<file path="src/include/asrc_pkg.sv">
// Constants for the sample readout controller.
// Assumes a 200 MHz system clock; all host pins are asynchronous to it.
package asrc_pkg;
    localparam int unsigned DATA_W     = 16;
    localparam int unsigned NUM_CH     = 8;
    localparam int unsigned HALF_CH    = 4;
    localparam int unsigned CH_W       = 3;
    localparam int unsigned BIT_W      = 6;
    localparam int unsigned CONV_NS    = 2000;
    localparam int unsigned CLK_NS     = 5;
    localparam int unsigned CONV_CYC   = CONV_NS / CLK_NS;
    localparam int unsigned CNT_W      = 12;
    localparam logic [2:0]  CH_LAST    = 3'h7;
    localparam logic [5:0]  SER_LAST   = 6'h3f;
    localparam logic [5:0]  SER_FLAG_N = 6'h0f;
    localparam logic [15:0] DATA_ZERO  = 16'h0000;
    typedef enum logic [1:0] {
        ASRC_IDLE = 2'b00,
        ASRC_WAIT = 2'b01,
        ASRC_CONV = 2'b10
    } asrc_state_t;
    typedef enum logic [1:0] {
        ASRC_WORD   = 2'b00,
        ASRC_SERIAL = 2'b01,
        ASRC_BYTE   = 2'b10
    } asrc_mode_t;
endpackage

</file>
<file path="src/design/asrc_ctrl.sv">
// Conversion control and result readout for an eight-channel sampler.
// Assumes host pins are asynchronous; all are synchronised to clock.
// Serial clock must be slow against clock (bench: 64 ns period).
`timescale 1ns/1ps
`default_nettype none
module asrc_ctrl
    import asrc_pkg::*;
(
    input  wire logic                clock,
    input  wire logic                nrst,
    input  wire logic                reset_in,
    input  wire logic                sample_start_a,
    input  wire logic                sample_start_b,
    input  wire logic [2:0]          oversample_ratio_sel,
    input  wire logic                interface_select,
    input  wire logic                byte_serial_select,
    input  wire logic                byte_order_select,
    input  wire logic                chip_select_n,
    input  wire logic                read_strobe_n,
    input  wire logic [NUM_CH*DATA_W-1:0] sample_data,
    output logic                     busy,
    output logic                     hold_a,
    output logic                     hold_b,
    output logic                     first_channel_flag,
    output logic                     first_channel_flag_oe,
    output logic [DATA_W-1:0]        data_bus,
    output logic [DATA_W-1:0]        data_bus_oe,
    output logic                     serial_out_low_half,
    output logic                     serial_out_high_half,
    output logic                     serial_oe,
    output logic [2:0]               ratio
);
    ////////////////////////////////////////////////////////////////////
    // Synchronisers: reset, starts, select, strobe
    logic [1:0] s_rst, s_sa, s_sb, s_cs, s_rd;
    logic       rst_q, sa_q, sb_q, cs_q, rd_q;
    logic       mode_sel_q, byte_sel_q, order_q;
    logic [1:0] s_if, s_bs, s_ord;
    logic [2:0] s_os0, s_os1;
    always_ff @(posedge clock or negedge nrst) begin
        if (!nrst) begin
            s_rst <= 2'h0; s_sa <= 2'h0; s_sb <= 2'h0;
            s_cs  <= 2'h3; s_rd <= 2'h3;
            s_if  <= 2'h0; s_bs <= 2'h0; s_ord <= 2'h0;
            rst_q <= 1'b0; sa_q <= 1'b0; sb_q <= 1'b0;
            cs_q  <= 1'b1; rd_q <= 1'b1;
        end else begin
            s_rst <= {s_rst[0], reset_in};
            s_sa  <= {s_sa[0], sample_start_a};
            s_sb  <= {s_sb[0], sample_start_b};
            s_cs  <= {s_cs[0], chip_select_n};
            s_rd  <= {s_rd[0], read_strobe_n};
            s_if  <= {s_if[0], interface_select};
            s_bs  <= {s_bs[0], byte_serial_select};
            s_ord <= {s_ord[0], byte_order_select};
            rst_q <= s_rst[1];
            sa_q  <= s_sa[1];
            sb_q  <= s_sb[1];
            cs_q  <= s_cs[1];
            rd_q  <= s_rd[1];
        end
    end
    assign mode_sel_q = s_if[1];
    assign byte_sel_q = s_bs[1];
    assign order_q    = s_ord[1];

    logic soft_rst;
    logic sa_rise, sb_rise, cs_fall, cs_rise, rd_fall, rd_rise;
    assign soft_rst = s_rst[1];
    assign sa_rise  = s_sa[1] & ~sa_q;
    assign sb_rise  = s_sb[1] & ~sb_q;
    assign cs_fall  = ~s_cs[1] & cs_q;
    assign cs_rise  = s_cs[1] & ~cs_q;
    assign rd_fall  = ~s_rd[1] & rd_q;
    assign rd_rise  = s_rd[1] & ~rd_q;

    asrc_mode_t mode;
    always_comb begin
        if (!mode_sel_q) mode = ASRC_WORD;
        else if (byte_sel_q) mode = ASRC_BYTE;
        else mode = ASRC_SERIAL;
    end

    ////////////////////////////////////////////////////////////////////
    // Oversampling ratio is passed to the filter; host sets it once after reset
    // Ratio pins are asynchronous too, so they pass two flops first
    always_ff @(posedge clock or negedge nrst) begin
        if (!nrst) begin
            s_os0 <= 3'h0;
            s_os1 <= 3'h0;
            ratio <= 3'h0;
        end else begin
            s_os0 <= oversample_ratio_sel;
            s_os1 <= s_os0;
            ratio <= s_os1;
        end
    end

    ////////////////////////////////////////////////////////////////////
    // Conversion sequencer
    asrc_state_t state;
    logic [CNT_W-1:0] conv_cnt;
    logic             results_valid;
    logic [NUM_CH*DATA_W-1:0] result;
    always_ff @(posedge clock or negedge nrst) begin
        if (!nrst) begin
            state <= ASRC_IDLE; hold_a <= 1'b0; hold_b <= 1'b0;
            busy <= 1'b0; conv_cnt <= '0; results_valid <= 1'b0;
            result <= '0;
        end else if (soft_rst) begin
            state <= ASRC_IDLE; hold_a <= 1'b0; hold_b <= 1'b0;
            busy <= 1'b0; conv_cnt <= '0; results_valid <= 1'b0;
            result <= '0;
        end else begin
            unique case (state)
                ASRC_IDLE, ASRC_WAIT: begin
                    if (sa_rise) hold_a <= 1'b1;
                    if (sb_rise) hold_b <= 1'b1;
                    if ((hold_a | sa_rise) & (hold_b | sb_rise)) begin
                        state    <= ASRC_CONV;
                        busy     <= 1'b1;
                        conv_cnt <= '0;
                    end else if (sa_rise | sb_rise) state <= ASRC_WAIT;
                end
                ASRC_CONV: begin
                    if (conv_cnt == CNT_W'(CONV_CYC - 1)) begin
                        result        <= sample_data;
                        results_valid <= 1'b1;
                        busy          <= 1'b0;
                        hold_a        <= 1'b0;
                        hold_b        <= 1'b0;
                        state         <= ASRC_IDLE;
                    end else conv_cnt <= conv_cnt + 1'b1;
                end
            endcase
        end
    end

    ////////////////////////////////////////////////////////////////////
    // Readout pointer and output register
    function automatic logic [DATA_W-1:0] ch_word(input logic [CH_W-1:0] ch,
                                                  input logic [NUM_CH*DATA_W-1:0] r);
        ch_word = r[ch*DATA_W +: DATA_W];
    endfunction

    logic [CH_W-1:0]  rd_ch;
    logic             byte_half;
    logic [BIT_W-1:0] ser_cnt;
    logic [DATA_W-1:0] sh_lo, sh_hi;
    logic             sclk_fall;
    logic [DATA_W-1:0] cur_word, nxt_lo_word, nxt_hi_word;
    assign sclk_fall = rd_fall;
    // Words picked here: a function result cannot be part-selected
    assign cur_word    = ch_word(rd_ch, result);
    assign nxt_lo_word = ch_word({1'b0, 2'(ser_cnt[5:4] + 2'h1)}, result);
    assign nxt_hi_word = ch_word({1'b1, 2'(ser_cnt[5:4] + 2'h1)}, result);
    always_ff @(posedge clock or negedge nrst) begin
        if (!nrst) begin
            rd_ch <= '0; byte_half <= 1'b0; ser_cnt <= '0;
            data_bus <= DATA_ZERO; first_channel_flag <= 1'b0;
            sh_lo <= DATA_ZERO; sh_hi <= DATA_ZERO;
            serial_out_low_half <= 1'b0; serial_out_high_half <= 1'b0;
        end else if (soft_rst) begin
            rd_ch <= '0; byte_half <= 1'b0; ser_cnt <= '0;
            data_bus <= DATA_ZERO; first_channel_flag <= 1'b0;
            sh_lo <= DATA_ZERO; sh_hi <= DATA_ZERO;
            serial_out_low_half <= 1'b0; serial_out_high_half <= 1'b0;
        end else if (cs_fall) begin
            rd_ch <= '0; byte_half <= 1'b0; ser_cnt <= '0;
            if (mode == ASRC_SERIAL) begin
                sh_lo <= ch_word(3'h0, result);
                sh_hi <= ch_word(3'h4, result);
                serial_out_low_half  <= result[DATA_W-1];
                serial_out_high_half <= result[HALF_CH*DATA_W+DATA_W-1];
                first_channel_flag   <= 1'b1;
            end else first_channel_flag <= 1'b0;
        end else if (!cs_q && rd_fall && mode == ASRC_WORD) begin
            data_bus           <= cur_word;
            first_channel_flag <= (rd_ch == '0);
            rd_ch              <= rd_ch + 1'b1;
        end else if (!cs_q && rd_fall && mode == ASRC_BYTE) begin
            data_bus[15:8] <= 8'h00;
            data_bus[7:0]  <= (order_q ^ byte_half) ?
                              cur_word[15:8] :
                              cur_word[7:0];
            first_channel_flag <= (rd_ch == '0);
            byte_half <= ~byte_half;
            if (byte_half) rd_ch <= rd_ch + 1'b1;
        end else if (!cs_q && mode == ASRC_SERIAL) begin
            if (sclk_fall && ser_cnt == SER_FLAG_N)
                first_channel_flag <= 1'b0;
            if (rd_rise) begin
                ser_cnt <= ser_cnt + 1'b1;
                if (ser_cnt[3:0] == 4'hf) begin
                    sh_lo <= nxt_lo_word;
                    sh_hi <= nxt_hi_word;
                    serial_out_low_half  <= nxt_lo_word[DATA_W-1];
                    serial_out_high_half <= nxt_hi_word[DATA_W-1];
                end else begin
                    serial_out_low_half  <= sh_lo[4'hf - ser_cnt[3:0] - 4'h1];
                    serial_out_high_half <= sh_hi[4'hf - ser_cnt[3:0] - 4'h1];
                end
            end
        end
    end

    ////////////////////////////////////////////////////////////////////
    // Drive enables; select rising floats everything
    always_ff @(posedge clock or negedge nrst) begin
        if (!nrst) begin
            data_bus_oe <= DATA_ZERO; serial_oe <= 1'b0;
            first_channel_flag_oe <= 1'b0;
        end else if (cs_rise || s_cs[1]) begin
            data_bus_oe <= DATA_ZERO; serial_oe <= 1'b0;
            first_channel_flag_oe <= 1'b0;
        end else begin
            first_channel_flag_oe <= 1'b1;
            serial_oe   <= (mode == ASRC_SERIAL);
            if (!s_rd[1] && mode == ASRC_WORD) data_bus_oe <= 16'hffff;
            else if (!s_rd[1] && mode == ASRC_BYTE) data_bus_oe <= 16'h00ff;
            else data_bus_oe <= DATA_ZERO;
        end
    end

    ////////////////////////////////////////////////////////////////////
    // Checks
    AST_BUSY_AFTER_BOTH: assert property (@(posedge clock) disable iff (!nrst)
        $rose(busy) |-> $past(hold_a | sa_rise) && $past(hold_b | sb_rise))
        else $error("busy rose without both starts");
    AST_BUSY_LEN: assert property (@(posedge clock) disable iff (!nrst || soft_rst)
        $rose(busy) |-> busy [*8])
        else $error("busy fell too early");
    AST_RESET_CLEARS: assert property (@(posedge clock) disable iff (!nrst)
        soft_rst |=> data_bus == DATA_ZERO && !busy)
        else $error("reset did not clear outputs");
    AST_FLOAT_CS: assert property (@(posedge clock) disable iff (!nrst)
        s_cs[1] |=> data_bus_oe == DATA_ZERO && !serial_oe)
        else $error("outputs driven while deselected");
    AST_CONV_HOLDS: assert property (@(posedge clock) disable iff (!nrst)
        (state == ASRC_CONV && !soft_rst && conv_cnt != CNT_W'(CONV_CYC - 1)) |=> busy)
        else $error("busy dropped during conversion");
    AST_SER_FLAG: assert property (@(posedge clock) disable iff (!nrst)
        (cs_fall && !soft_rst && mode == ASRC_SERIAL) |=> first_channel_flag)
        else $error("serial first flag not raised");
    AST_BYTE_LANE: assert property (@(posedge clock) disable iff (!nrst)
        (mode == ASRC_BYTE) |=> data_bus_oe[15:8] == 8'h00)
        else $error("upper lines driven in byte mode");
endmodule
`default_nettype wire

</file>
<file path="config.mk">
export PLATFORM = sky130hd
export DESIGN_NAME = asrc_ctrl
export DESIGN_NICKNAME = d
export VERILOG_FILES = /design/src/include/asrc_pkg.sv /design/src/design/asrc_ctrl.sv
export SDC_FILE = /design/constraint.sdc
export NUM_CORES = 1
export LEC_CHECK = 0
export BUFFER_PORTS_ARGS = -buffer_cell sky130_fd_sc_hd__buf_2
export CELL_PAD_IN_SITES_DETAIL_PLACEMENT = 1
export CELL_PAD_IN_SITES_GLOBAL_PLACEMENT = 2
export CORE_UTILIZATION = 42
export CTS_CLUSTER_DIAMETER = 100
export DETAILED_ROUTE_END_ITERATION = 6
export GPL_ROUTABILITY_DRIVEN = 0
export PLACE_DENSITY_LB_ADDON = 0.12
export SYNTH_ARGS = -nofsm -noshare
export SYNTH_HDL_FRONTEND = slang
export SYNTH_SLANG_ARGS = --single-unit
</file>
<file path="constraint.sdc">
create_clock -name clock -period 6.2 [get_ports clock]
set_input_delay 0.62 -clock clock [delete_from_list [all_inputs] [get_ports clock]]
set_output_delay 0.62 -clock clock [all_outputs]
set_load 0.005 [all_outputs]
</file>
== After elaboration in Yosys (flattened, before gate mapping) ==
Cells that the tools add are included.

* Register bits after elaboration: 253
* Output and inout bits: 43
* Word-level logic and storage cells: 208

* Add/sub/neg operators: 6
* Order comparisons: 1
* Equality and inequality tests: 17
* Shift operators: 3
* Muxes and demuxes: 92
* Bitwise operators: 18
* Reduce and logical (&&, ||, !) cells: 38

{| class="wikitable"
|+ Operator list
! operator !! number
|-
| two-way mux 128 bit || 3
|-
| two-way mux 16 bit || 22
|-
| variable part select 128 x 8 -> 16 bit || 2
|-
| variable part select 128 x 7 -> 16 bit || 1
|-
| two-way mux 1 bit || 38
|-
| two-way mux 12 bit || 3
|-
| two-way mux 6 bit || 6
|-
| case mux 12 bit (2 select lines) || 1
|-
| != test 3 bit (second input constant) || 7
|-
| AND reduction 2 bit || 10
|-
| two-way mux 8 bit || 2
|-
| two-way mux 3 bit || 5
|-
| nonzero test 3 bit || 5
|-
| adder 12 x 1 -> 12 bit (second input constant) || 1
|-
| equality test 12 x 9 -> 1 bit (second input constant) || 1
|-
| two-way mux 2 bit || 6
|-
| nonzero test 5 bit || 2
|-
| binary-select mux 1 bit (select 4 bit) || 2
|-
| nonzero test 4 bit || 2
|-
| AND 1 bit || 7
|-
| logical AND 1 bit || 7
|-
| NOT 1 bit || 7
|-
| adder 6 x 1 -> 6 bit (second input constant) || 1
|-
| equality test 6 x 4 -> 1 bit (second input constant) || 1
|-
| 24 further kinds || 33
|}

== Depth between registers and ports, before layout ==
Gate-level depths: netlist of the first run.

* Depth after elaboration: 11
* Mapped depth: 9

== Worst setup path after synthesis of the first run ==
No wires, ideal clock.

* Kind: flip-flop to flip-flop
* Start: register ser_cnt[4]
* End: register serial_out_low_half
* Library setup time: 0.119 ns
* Data arrival time: 2.452 ns
* Data required time: 6.081 ns
* Setup slack: 3.629 ns
* Cell stages (with the launch flop): 10
* Path through: dfrtp_1 -> clkbuf_1 -> buf_2 -> inv_1 -> ha_1 -> clkbuf_1 -> mux4_2 -> a22oi_1 -> o211ai_1 -> o21a_1

* Word-level cells in the longest chain between the ends: 9

{| class="wikitable"
|+ Ends and longest elaborated chain
! what !! RTL line !! RTL
|-
| start: declaration || asrc_ctrl.sv:148 || <nowiki>logic [BIT_W-1:0] ser_cnt;</nowiki>
|-
| start signal: assignment || asrc_ctrl.sv:193 || <nowiki>ser_cnt <= ser_cnt + 1'b1;</nowiki>
|-
| adder 2 x 1 -> 2 bit || asrc_ctrl.sv:155 || <nowiki>assign nxt_lo_word = ch_word({1'b0, 2'(ser_cnt[5:4] + 2'h1)}, result);</nowiki>
|-
| variable part select 128 x 7 -> 16 bit || asrc_ctrl.sv:143 || <nowiki>ch_word = r[ch*DATA_W +: DATA_W];</nowiki>
|-
| two-way mux 1 bit || asrc_ctrl.sv:194 || <nowiki>if (ser_cnt[3:0] == 4'hf) begin</nowiki>
|-
| two-way mux 1 bit || asrc_ctrl.sv:192 || <nowiki>if (rd_rise) begin</nowiki>
|-
| two-way mux 1 bit || asrc_ctrl.sv:189 || <nowiki>end else if (!cs_q && mode == ASRC_SERIAL) begin</nowiki>
|-
| two-way mux 1 bit || asrc_ctrl.sv:181 || <nowiki>end else if (!cs_q && rd_fall && mode == ASRC_BYTE) begin</nowiki>
|-
| two-way mux 1 bit || asrc_ctrl.sv:177 || <nowiki>end else if (!cs_q && rd_fall && mode == ASRC_WORD) begin</nowiki>
|-
| two-way mux 1 bit || asrc_ctrl.sv:168 || <nowiki>end else if (cs_fall) begin</nowiki>
|-
| two-way mux 1 bit || asrc_ctrl.sv:163 || <nowiki>end else if (soft_rst) begin</nowiki>
|-
| end signal: assignment || asrc_ctrl.sv:173 || <nowiki>serial_out_low_half <= result[DATA_W-1];</nowiki>
|-
| end signal: assignment || asrc_ctrl.sv:197 || <nowiki>serial_out_low_half <= nxt_lo_word[DATA_W-1];</nowiki>
|-
| end signal: assignment || asrc_ctrl.sv:200 || <nowiki>serial_out_low_half <= sh_lo[4'hf - ser_cnt[3:0] - 4'h1];</nowiki>
|-
| end: declaration || asrc_ctrl.sv:28 || <nowiki>output logic serial_out_low_half,</nowiki>
|}

No other way between the ends. The select of a mux whose other input is x is not followed.
A chain may end at the register's enable or synchronous reset.

== Final worst setup path of the first run ==
Same ends and word-level chain as after synthesis.

==> results_dict.tcl, run 1 <==
set metrics [dict create \
    synth_cells 849 \
    hold_viol_final 0 \
    ys.flop_type "dfrtp_1" \
    antenna_found_initial 0 \
    fmax_mhz 287 \
    r2r_setup_slack_ns 2.71 \
    r2r-start "ser_cnt[4]$_DFFE_PN0P_" \
    critical_path_class "reg2reg" \
    die_x_um 166 \
    cp-end-kind "register" \
    wl_um 31800 \
    setup_viol 0 \
    holdBufCountCts 0 \
    critical_path_required_ns 6.63 \
    area_growth_pct 16.4 \
    yosysWarnings 0 \
    critPathLaunch "ser_cnt[4]$_DFFE_PN0P_" \
    grt_pass1_vias 8380 \
    dpl_cell_area_um2 12300 \
    cp.arrival_ns 3.91 \
    drc_errors 6 \
    finalInstanceArea_um2 13200 \
    drive_gt1_share_pct 35.7 \
    cts_resized 0 \
    cts_tree "yes" \
    ys_ff_latch 239 \
    antennaDiodeCount 0 \
    relSlewSlack_pct 16.0 \
    post_cts_buffers 0 \
    synth-edff-count 0 \
    clk_pin_slew_ns 0.06 \
    slowest_stage "ha_1" \
    synth_top_area_cell "dfrtp_1" \
    min_period_over_period_pct 56.3 \
    clk_path_buf_depth 3 \
    power_density_nw_per_um2 254 \
    grt_pass1_wl_um 50800 \
    port_buffers 183 \
    outcome "finished with violations" \
    total_power_uw 3360 \
    leakage_uw 0.00613 \
    worst_hold_slack_ns 0.135 \
    grt_setup_unrepaired "false" \
    dp_hpwl_um 22000 \
    min_path_type "in2async" \
    synth.area.top_cells "dfrtp_1 (51%), mux4_2 (14%), a22o_1 (9.9%)" \
    reg2reg_depth 8 \
    min_period_ns 3.49 \
    violations "design-rule violations" \
    vdd_ir_drop_max_mv 0.173 \
    htreeDepth 1 \
    finish.net_count 1135 \
    cts.sinks 239 \
    tightest_slew_ns 1.26 \
    grt-ovfl-total 0 \
    dp.cells 1295 \
    die_height_um 166 \
    syn_nets 995 \
    cpMostUsedCell "buf_4" \
    finClkSkew_ns 0.0116 \
    crit_fanout 34 \
    clkLatencyLatePin_ns 0.54 \
    syn-cell-area_um2 11300 \
    timing.rr.end "serial_out_low_half$_DFFE_PN0P_" \
    crit_path_max_incr_delay_ns 0.88 \
    dr_total_vias 7850 \
    gr-usage-all-layers_pct 23.7 \
    start_util_pct 43.2 \
    synth_area_per_cell_um2 13.4 \
    setup.worst_path.end "serial_out_low_half$_DFFE_PN0P_" \
    synth_top_cell_area_share_pct 51.4 \
    slew_violations 0 \
    std_cell_rows 59 \
    crit_chain "buf_4, inv_1, ha_1, buf_4, mux4_2, a22oi_1, o211ai_1, o21a_1" \
    core_area_um2 26300 \
    cts_root_buf "clkbuf_16" \
    drv_cap 0 \
    detail_route.wl_per_cell_um 23.7 \
    drtPass1Iterations 7 \
    io_pins 184 \
    n_fill_cell 2702 \
    dieArea_um2 27700 \
    crit_path_start_kind "register" \
    finalSetupTns_ns 0 \
    grt_max_degree 122 \
    ys_async_sr_fraction_pct 100 \
    viasPerCell 5.84 \
    ys_seq_area_share_pct 52.8 \
    cts_buffers 27 \
    fin_cells 1344 \
    drtIter0Drc 440 \
    ant_nets 0 \
    synth_cell_types 51 \
]
## final cells by class
cell class / count / area [um^2] / share of cell area [%]
clock buffer: 37 / 773 / 5.86
clock inverter: 12 / 88.8 / 0.673
inverter: 11 / 41.3 / 0.313
multi-input combinational: 515 / 4860 / 36.8
sequential: 239 / 5990 / 45.4
tap: 335 / 419 / 3.17
timing repair buffer: 195 / 1030 / 7.79
## per-layer routing
layer | GRT usage, % | routed length, um | up-vias
li1 | - | - | 3505
met1 | 33.9 | 14600 | 4094
met2 | 38.1 | 15200 | 211
met3 | 3.12 | 1220 | 40
met4 | 6.00 | 792 | 0
met5 | 0 | 0 | -
## Yosys cell counts (7+ instances only)
cell type and n:
dfrtp_1 233, a22o_1 128, mux4_2 72, nand2_1 63, mux2i_1 51, o21ai_2 30
buf_2 27, o21ai_0 27, buf_4 26, clkbuf_1 25, nor2_1 25, a21oi_1 18
nor3_1 12, inv_1 10, nand3_1 8, or3_1 8, nand2b_1 7, o221ai_1 7
xor2_1 7
## worst min-delay path by stage
stage	from	end	depth (start not counted)
3_5_place_dp	s_sa[0]$_DFF_PN0_	s_sa[1]$_DFF_PN0_	0
4_1_cts	chip_select_n	s_cs[0]$_DFF_PN1_	1
6_report	nrst	hold_b$_DFFE_PN0P_	1
3_3_place_gp	s_os1[2]$_DFF_PN0_	ratio[2]$_DFF_PN0_	0
5_1_grt	chip_select_n	s_cs[0]$_DFF_PN1_	1
2_1_floorplan	nrst	busy$_DFFE_PN0P_	0
## power by group
part | internal [uW] | leakage (uW) | switching [uW] | total, uW
clock | 910 | 0.000438 | 657 | 1570
sequential | 1580 | 0.00325 | 15.5 | 1590
combinational | 69.2 | 0.00244 | 126 | 195
total | 2560 | 0.00613 | 799 | 3360
## cell usage in the layout (no fill, tap or decap), types with 3 or more instances in the layout
cell type  Yosys  layout
buf_2         27     182
nand4_1        5       5
buf_4         26      11
dfrtp_1      233     231
clkbuf_8       0       6
o21ai_2       30      30
xnor2_1        3       3
mux2i_1       51      51
o31ai_1        3       3
nand3_1        8       8
nor3b_1        3       3
o21ai_0       27      27
inv_1         10      10
o221ai_1       7       7
ha_1           5       5
nor3_1        12      11
or3_1          8       8
dfstp_2        6       6
xor2_1         7       7
a21o_1         3       3
and3_1         4       4
a22o_1       128     128
nand2_1       63      63
a21oi_1       18      18
mux4_2        72      72
clkinv_2       0      10
nor2_1        25      24
clkbuf_16      0      27
nand2b_1       7       6
clkbuf_1      25       4
## worst max-delay path: cells and delay by family, from the launching register on
kind	cells	cell delay (ns)
AO/OA/AOI/OAI	3	0.49
adder cells (fa/ha/maj)	1	0.88
buffers and inverters	3	1.11
flip-flops	1	0.34
multiplexers	1	0.55
## through the flow
stage,util (%),worst slack (ns)
finish,50.2,2.71
global route,50.2,2.43
CTS,50.2,2.68
detailed placement,47.0,2.68
global placement,47.0,2.77
floorplan,-,3.63
## flip-flops by register name (all words and copies together) (netlist names), 3 cells and up
| signal | flops |
|---|---|
| sh_lo | 16 |
| ser_cnt | 6 |
| s_os0 | 3 |
| sh_hi | 16 |
| data_bus | 16 |
| result | 128 |
| conv_cnt | 12 |
| ratio | 3 |
| rd_ch | 3 |
| s_os1 | 3 |
## logic make-up (layout without fill, tap and decap cells)
group	count (synthesis)	in the layout	synth area share, %
buf+inv	95	255	4.50
simple gates	147	147	6.33
fa+ha+maj	5	5	0.551
flops	239	239	52.8
mux	123	123	18.8
compound gates	230	230	16.3
xor+xnor	10	10	0.772
Power figures use the tool's default switching activity.
==> run 2: changes to the inputs <==
--- a/config.mk
+++ b/config.mk
@@ -8,7 +8,7 @@
 export BUFFER_PORTS_ARGS = -buffer_cell sky130_fd_sc_hd__buf_2
 export CELL_PAD_IN_SITES_DETAIL_PLACEMENT = 1
 export CELL_PAD_IN_SITES_GLOBAL_PLACEMENT = 2
-export CORE_UTILIZATION = 42
+export CORE_UTILIZATION = 35
 export CTS_CLUSTER_DIAMETER = 100
 export DETAILED_ROUTE_END_ITERATION = 6
 export GPL_ROUTABILITY_DRIVEN = 0
==> constraint.sdc (replaced) <==
create_clock -name clock -period 2.95 [get_ports clock]
set_input_delay 0.295 -clock clock [delete_from_list [all_inputs] [get_ports clock]]
set_output_delay 0.295 -clock clock [all_outputs]
set_load 0.005 [all_outputs]
==> run 2 against run 1 <==
  * Clock power up 120%
  * Count of clock-buffer cells in the layout is 9 higher
  * Highest routed layer unchanged
  * Die area increased by 20%
  * Total power is 120% higher
  * The flow now finishes without violations
  * Via count grew 9.2%
  * Critical endpoint is now result[67]$_DFFE_PN0P_
  * Cell area increased by 12%
  * Global-route usage fell by 1.6 points
  * Sequential cell count stayed put
  * Hold slack got worse by 0.11 ns
  * Fmax increased by 42%
==> results_dict.tcl, run 2 (synthesized netlist as in run 1, its figures left out) <==
set metrics [dict create \
    critPathBufInv 1 \
    grt-ovfl-total 0 \
    critical_path_class "reg2reg" \
    finClkSkew_ns 0.0168 \
    cp-end-kind "register" \
    netSwitchingFraction_pct 23.8 \
    detail_route.wl_per_cell_um 22.9 \
    crit_fanout 128 \
    cts.sinks 239 \
    ant_nets 0 \
    drc_errors 0 \
    io_pins 184 \
    n_fill_cell 3278 \
    final_common_cell "dfrtp_1" \
    critical_path_required_ns 3.44 \
    cts_tree "yes" \
    cts_resized 0 \
    slowest_stage "buf_12" \
    finish.net_count 1283 \
    seqPwrFrac_pct 45.8 \
    viasPerCell 5.49 \
    dp_hpwl_um 23700 \
    intPower_uw 5590 \
    use_met2_pct 37.9 \
    combPwrFrac_pct 7.9 \
    core_area_um2 31700 \
    drtIter0Drc 602 \
    fmax_mhz 406 \
    die_x_um 182 \
    relSlewSlack_pct 24.1 \
    min_period_over_period_pct 83.5 \
    start_util_pct 35.8 \
    drv_cap 0 \
    clk_path_buf_depth 3 \
    layout_common_cells "dfrtp_1 (231), buf_2 (182), dlygate4sd3_1 (133)" \
    std_cell_rows 65 \
    grt_max_degree 129 \
    area_growth_pct 30.5 \
    finalSetupTns_ns 0 \
    power_density_nw_per_um2 495 \
    dieArea_um2 33100 \
    cts_buffers 29 \
    wl_um 35800 \
    clk_pin_slew_ns 0.06 \
    crit_path_max_incr_delay_ns 0.47 \
    drive_gt1_share_pct 31.7 \
    globalRoute.busiestLayer "met2" \
    vdd_ir_drop_max_mv 0.412 \
    cts_root_buf "clkbuf_16" \
    cp.arrival_ns 2.95 \
    outcome "completed" \
    crit_chain "nor4_1, nand3_1, nor3_2, buf_12, a22o_1" \
    slew_violations 0 \
    largest_reg_flops 128 \
    hold_viol_final 0 \
    crit_path_start_kind "register" \
    leakage_uw 0.00677 \
    gr-usage-all-layers_pct 22.1 \
    top_register "result" \
    drtPass1Iterations 5 \
    pre_cts_slack_ns 0.560 \
    tightest_slew_ns 1.13 \
    clkLatencyLatePin_ns 0.56 \
    min_period_ns 2.46 \
    met1_usage_pct 29.5 \
    port_buffers 183 \
    min_path_type "in2reg" \
    dr_total_vias 8570 \
    grt_pass1_wl_um 55900 \
    setup_viol 0 \
    die_height_um 182 \
    power_frac_clock_pct 46.3 \
    antenna_found_initial 1 \
    grt_setup_unrepaired "false" \
    grt_pass1_vias 9204 \
    met3_usage_pct 2.95 \
    post_cts_buffers 0 \
    htreeDepth 1 \
    switchingPower_uw 1740 \
    fin_ws_ns 0.486 \
    cp_top_family "simple AND/OR/NAND/NOR gates" \
]
## run 2: cell types whose count changed in the layout (fill, tap and decap cells not counted), sizes merged
cell         previous run  this run
clkinv                 10         4
clkbuf                 37        46
dlygate4sd3             0       133
buf                   195       208
diode                   0         1
## run 2: routing by layer
metal	vias to the layer above	part of all wire, %
li1	3812	-
met1	4512	44
met2	198	50
met3	48	3.5
met4	0	2.5
met5	-	0
## run 2: power by group through the flow
stage | clock network [uW] | logic, uW | registers [uW]
global route | 3600 | 632 | 3360
CTS | 3480 | 585 | 3360
global placement | 0 | 447 | 3420
detailed placement | 0 | 449 | 3420
finish | 3400 | 578 | 3360
floorplan | 0 | 192 | 3400
## run 2: final cells by class
class                           instances  area, um^2  area share [%]
Tap cell                              402         503            3.40
Timing Repair Buffer                  341        2520            17.0
Multi-Input combinational cell        515        4860            32.8
Inverter                               11        41.3           0.279
Clock inverter                          6        58.8           0.397
Antenna cell                            1        2.50          0.0169
Sequential cell                       239        5990            40.5
Clock buffer                           46         830            5.60
## run 2: what timing repair did
| item | 4_1_cts | 5_1_grt |
|---|---|---|
| setup endpoints to repair | 0 | 0 |
| endpoints found under the hold margin | 200 | 0 |
| hold buffers | 133 | 0 |
## run 2: final timing paths
| kind | start | to | slack [ns] | cells past startpoint |
|---|---|---|---|---|
| worst max-delay path | conv_cnt[5]$_DFFE_PN0P_ | result[67]$_DFFE_PN0P_ | 0.49 | 5 |
| min in group asynchronous | nrst | conv_cnt[9]$_DFFE_PN0P_ | 0.31 | 2 |
| max in group asynchronous | nrst | result[85]$_DFFE_PN0P_ | 1.79 | 3 |
| worst max register to register | conv_cnt[5]$_DFFE_PN0P_ | result[67]$_DFFE_PN0P_ | 0.49 | 5 |
| worst min-delay path | sample_data[125] | result[125]$_DFFE_PN0P_ | 0.02 | 2 |
| worst min register to register | s_os1[2]$_DFF_PN0_ | ratio[2]$_DFF_PN0_ | 0.34 | 0 |
## run 2: per-stage QoR
step	hold slack, ns	cell area, um^2	power [uW]	utilization, %	instances
floorplan	-0.000591	11300	3590	-	849
global placement	0.327	12600	3860	39.7	1375
detailed placement	0.325	12600	3870	39.7	1375
CTS	0.00231	14800	7430	46.7	1560
global route	0.0151	14800	7600	46.7	1560
finish	0.0233	14800	7340	46.7	1561
==> run 3: changes to the inputs <==
--- a/config.mk
+++ b/config.mk
@@ -8,7 +8,7 @@
 export BUFFER_PORTS_ARGS = -buffer_cell sky130_fd_sc_hd__buf_2
 export CELL_PAD_IN_SITES_DETAIL_PLACEMENT = 1
 export CELL_PAD_IN_SITES_GLOBAL_PLACEMENT = 2
-export CORE_UTILIZATION = 35
+export CORE_UTILIZATION = 39
 export CTS_CLUSTER_DIAMETER = 100
 export DETAILED_ROUTE_END_ITERATION = 6
 export GPL_ROUTABILITY_DRIVEN = 0
==> constraint.sdc (replaced) <==
create_clock -name clock -period 2.6 [get_ports clock]
set_input_delay 0.26 -clock clock [delete_from_list [all_inputs] [get_ports clock]]
set_output_delay 0.26 -clock clock [all_outputs]
set_load 0.005 [all_outputs]
==> run 3 against run 2 <==
  * Total power up 13%
  * Combinational power increased by 16%
  * Sequential power rose by 13%
  * First-iteration DRC count is 2.3% lower
  * Clock power increased by 12%
  * Count of clock-buffer cells in the layout is 5 lower
  * Via count up 0.57%
  * Sequential cell count unchanged
  * Wire length down 0.96%
  * Core utilization grew 5.4 points
  * Critical path depth rose by 1
  * Cell area is 0.76% higher
  * Critical endpoint is now result[32]$_DFFE_PN0P_
  * Highest routed layer unchanged
==> results_dict.tcl, run 3 (synthesized netlist as in run 1, its figures left out) <==
set metrics [dict create \
    finalSetupTns_ns 0 \
    area_growth_pct 31.5 \
    critical_path_required_ns 3.01 \
    top_register "result" \
    setup_viol 0 \
    drtPass1Iterations 5 \
    std_cell_rows 62 \
    dr_total_vias 8619 \
    dieArea_um2 29800 \
    port_buffers 183 \
    htreeDepth 1 \
    cts_resized 0 \
    antennaDiodeCount 0 \
    dp_hpwl_um 23200 \
    start_util_pct 39.6 \
    r2r-start "conv_cnt[7]$_DFFE_PN0P_" \
    switchingPower_uw 1940 \
    reg2reg_depth 6 \
    finish.net_count 1294 \
    cts_root_buf "clkbuf_16" \
    largest_reg_flops 128 \
    crit_fanout 41 \
    core_area_um2 28600 \
    drive_gt1_share_pct 32.7 \
    cp.arrival_ns 2.81 \
    clk_pin_slew_ns 0.06 \
    fmax_mhz 416 \
    grt_pass1_wl_um 56100 \
    critical_path_class "reg2reg" \
    netSwitchingFraction_pct 23.4 \
    crit_path_start_kind "register" \
    fin_ws_ns 0.199 \
    met3_usage_pct 2.97 \
    grt_pass1_vias 9166 \
    leakage_uw 0.00684 \
    die_height_um 173 \
    seqPwrFrac_pct 45.9 \
    combPwrFrac_pct 8.1 \
    setup.worst_path.end "result[32]$_DFFE_PN0P_" \
    clkLatencyLatePin_ns 0.55 \
    use_met2_pct 40.8 \
    grt-ovfl-total 0 \
    cp-end-kind "register" \
    ant_nets 0 \
    globalRoute.busiestLayer "met2" \
    drtIter0Drc 588 \
    outcome "completed" \
    finClkSkew_ns 0.0204 \
    cts_buffers 27 \
    timing.rr.end "result[32]$_DFFE_PN0P_" \
    layout_common_cells "dfrtp_1 (231), buf_2 (182), dlygate4sd3_1 (137)" \
    slew_violations 0 \
    min_period_ns 2.40 \
    min_path_type "in2reg" \
    io_pins 184 \
    pre_cts_slack_ns 0.172 \
    power_density_nw_per_um2 555 \
    cts_tree "yes" \
    final_common_cell "dfrtp_1" \
    cts.sinks 239 \
    intPower_uw 6350 \
    viasPerCell 5.55 \
    hold_viol_final 0 \
    drv_cap 0 \
    relSlewSlack_pct 28.8 \
    antenna_found_initial 0 \
    critPathLaunch "conv_cnt[7]$_DFFE_PN0P_" \
    wl_um 35400 \
    gr-usage-all-layers_pct 24.3 \
    hp-start "sample_data[47]" \
    clk_path_buf_depth 3 \
    die_x_um 173 \
    tightest_slew_ns 1.05 \
    vdd_ir_drop_max_mv 0.466 \
    met1_usage_pct 33.4 \
    r2r_setup_slack_ns 0.20 \
    drc_errors 0 \
    grt_setup_unrepaired "false" \
    detail_route.wl_per_cell_um 22.8 \
    min_period_over_period_pct 92.4 \
    grt_max_degree 69 \
    power_frac_clock_pct 46.0 \
]
==> run 3: cell types whose count changed in the layout (fill, tap and decap cells not counted), sizes merged <==
cell | before | now
dlygate4sd3 | 133 | 137
buf | 208 | 216
diode | 1 | 0
clkbuf | 46 | 41
clkinv | 4 | 6
clkinvlp | 0 | 1
nor2 | 25 | 26
==> run 3: power by group through the flow <==
stage | logic, uW | clock network, uW | registers, uW
after floorplan | 217 | 0 | 3850
after global placement | 515 | 0 | 3860
after detailed placement | 518 | 0 | 3870
after CTS | 675 | 3900 | 3800
after global routing | 736 | 4040 | 3810
final | 673 | 3810 | 3800
==> run 3: critical path, stage by stage, from the launching register on <==
cell and delay [ns]:
dfrtp_1 0.44, nor4bb_1 0.48, nand3_1 0.18, nor2_1 0.42
nor2_4 0.25, buf_12 0.27, a22o_1 0.21
==> run 3: per-layer routing <==
metal	part of all wire [%]	wire, um	up-vias
li1	-	-	3853
met1	44	15600	4514
met2	50	17800	205
met3	3.3	1180	47
met4	2.6	912	0
met5	0	0	-
==> run 3: worst min path at each step <==
stage / endpoint / slack, ns / cells past startpoint
3_3_place_gp: busy$_DFFE_PN0P_ / 0.25 / 1
3_5_place_dp: conv_cnt[5]$_DFFE_PN0P_ / 0.25 / 1
4_1_cts: result[47]$_DFFE_PN0P_ / 0.006 / 2
6_report: result[47]$_DFFE_PN0P_ / 0.02 / 2
2_1_floorplan: busy$_DFFE_PN0P_ / -0.04 / 0
5_1_grt: result[47]$_DFFE_PN0P_ / 0.004 / 2
==> run 3: repair_timing <==
action,in CTS,in global routing
hold endpoints to repair,195,0
setup endpoints to repair,0,17
hold buffers,137,0
setup buffers,0,0
==> run 3: area by class of cell <==
type	instances	area [um^2]
clock buffers	41	818
clock inverters	9	76.3
fillers	2940	13700
inverters	11	41.3
multi-input cells	516	4870
flip-flops and latches	239	5990
well taps	384	480
repair buffers	353	2650
==> run 3: per-stage QoR <==
stage	hold slack, ns	util, %	power [uW]	cell area (um^2)	cells
6_report	0.0158	52.1	8280	14900	1553
5_1_grt	0.00448	52.1	8580	14900	1553
4_1_cts	0.00565	52.1	8380	14900	1552
3_5_place_dp	0.254	44.2	4380	12600	1365
3_3_place_gp	0.252	44.2	4380	12600	1365
2_1_floorplan	-0.0356	-	4070	11300	849
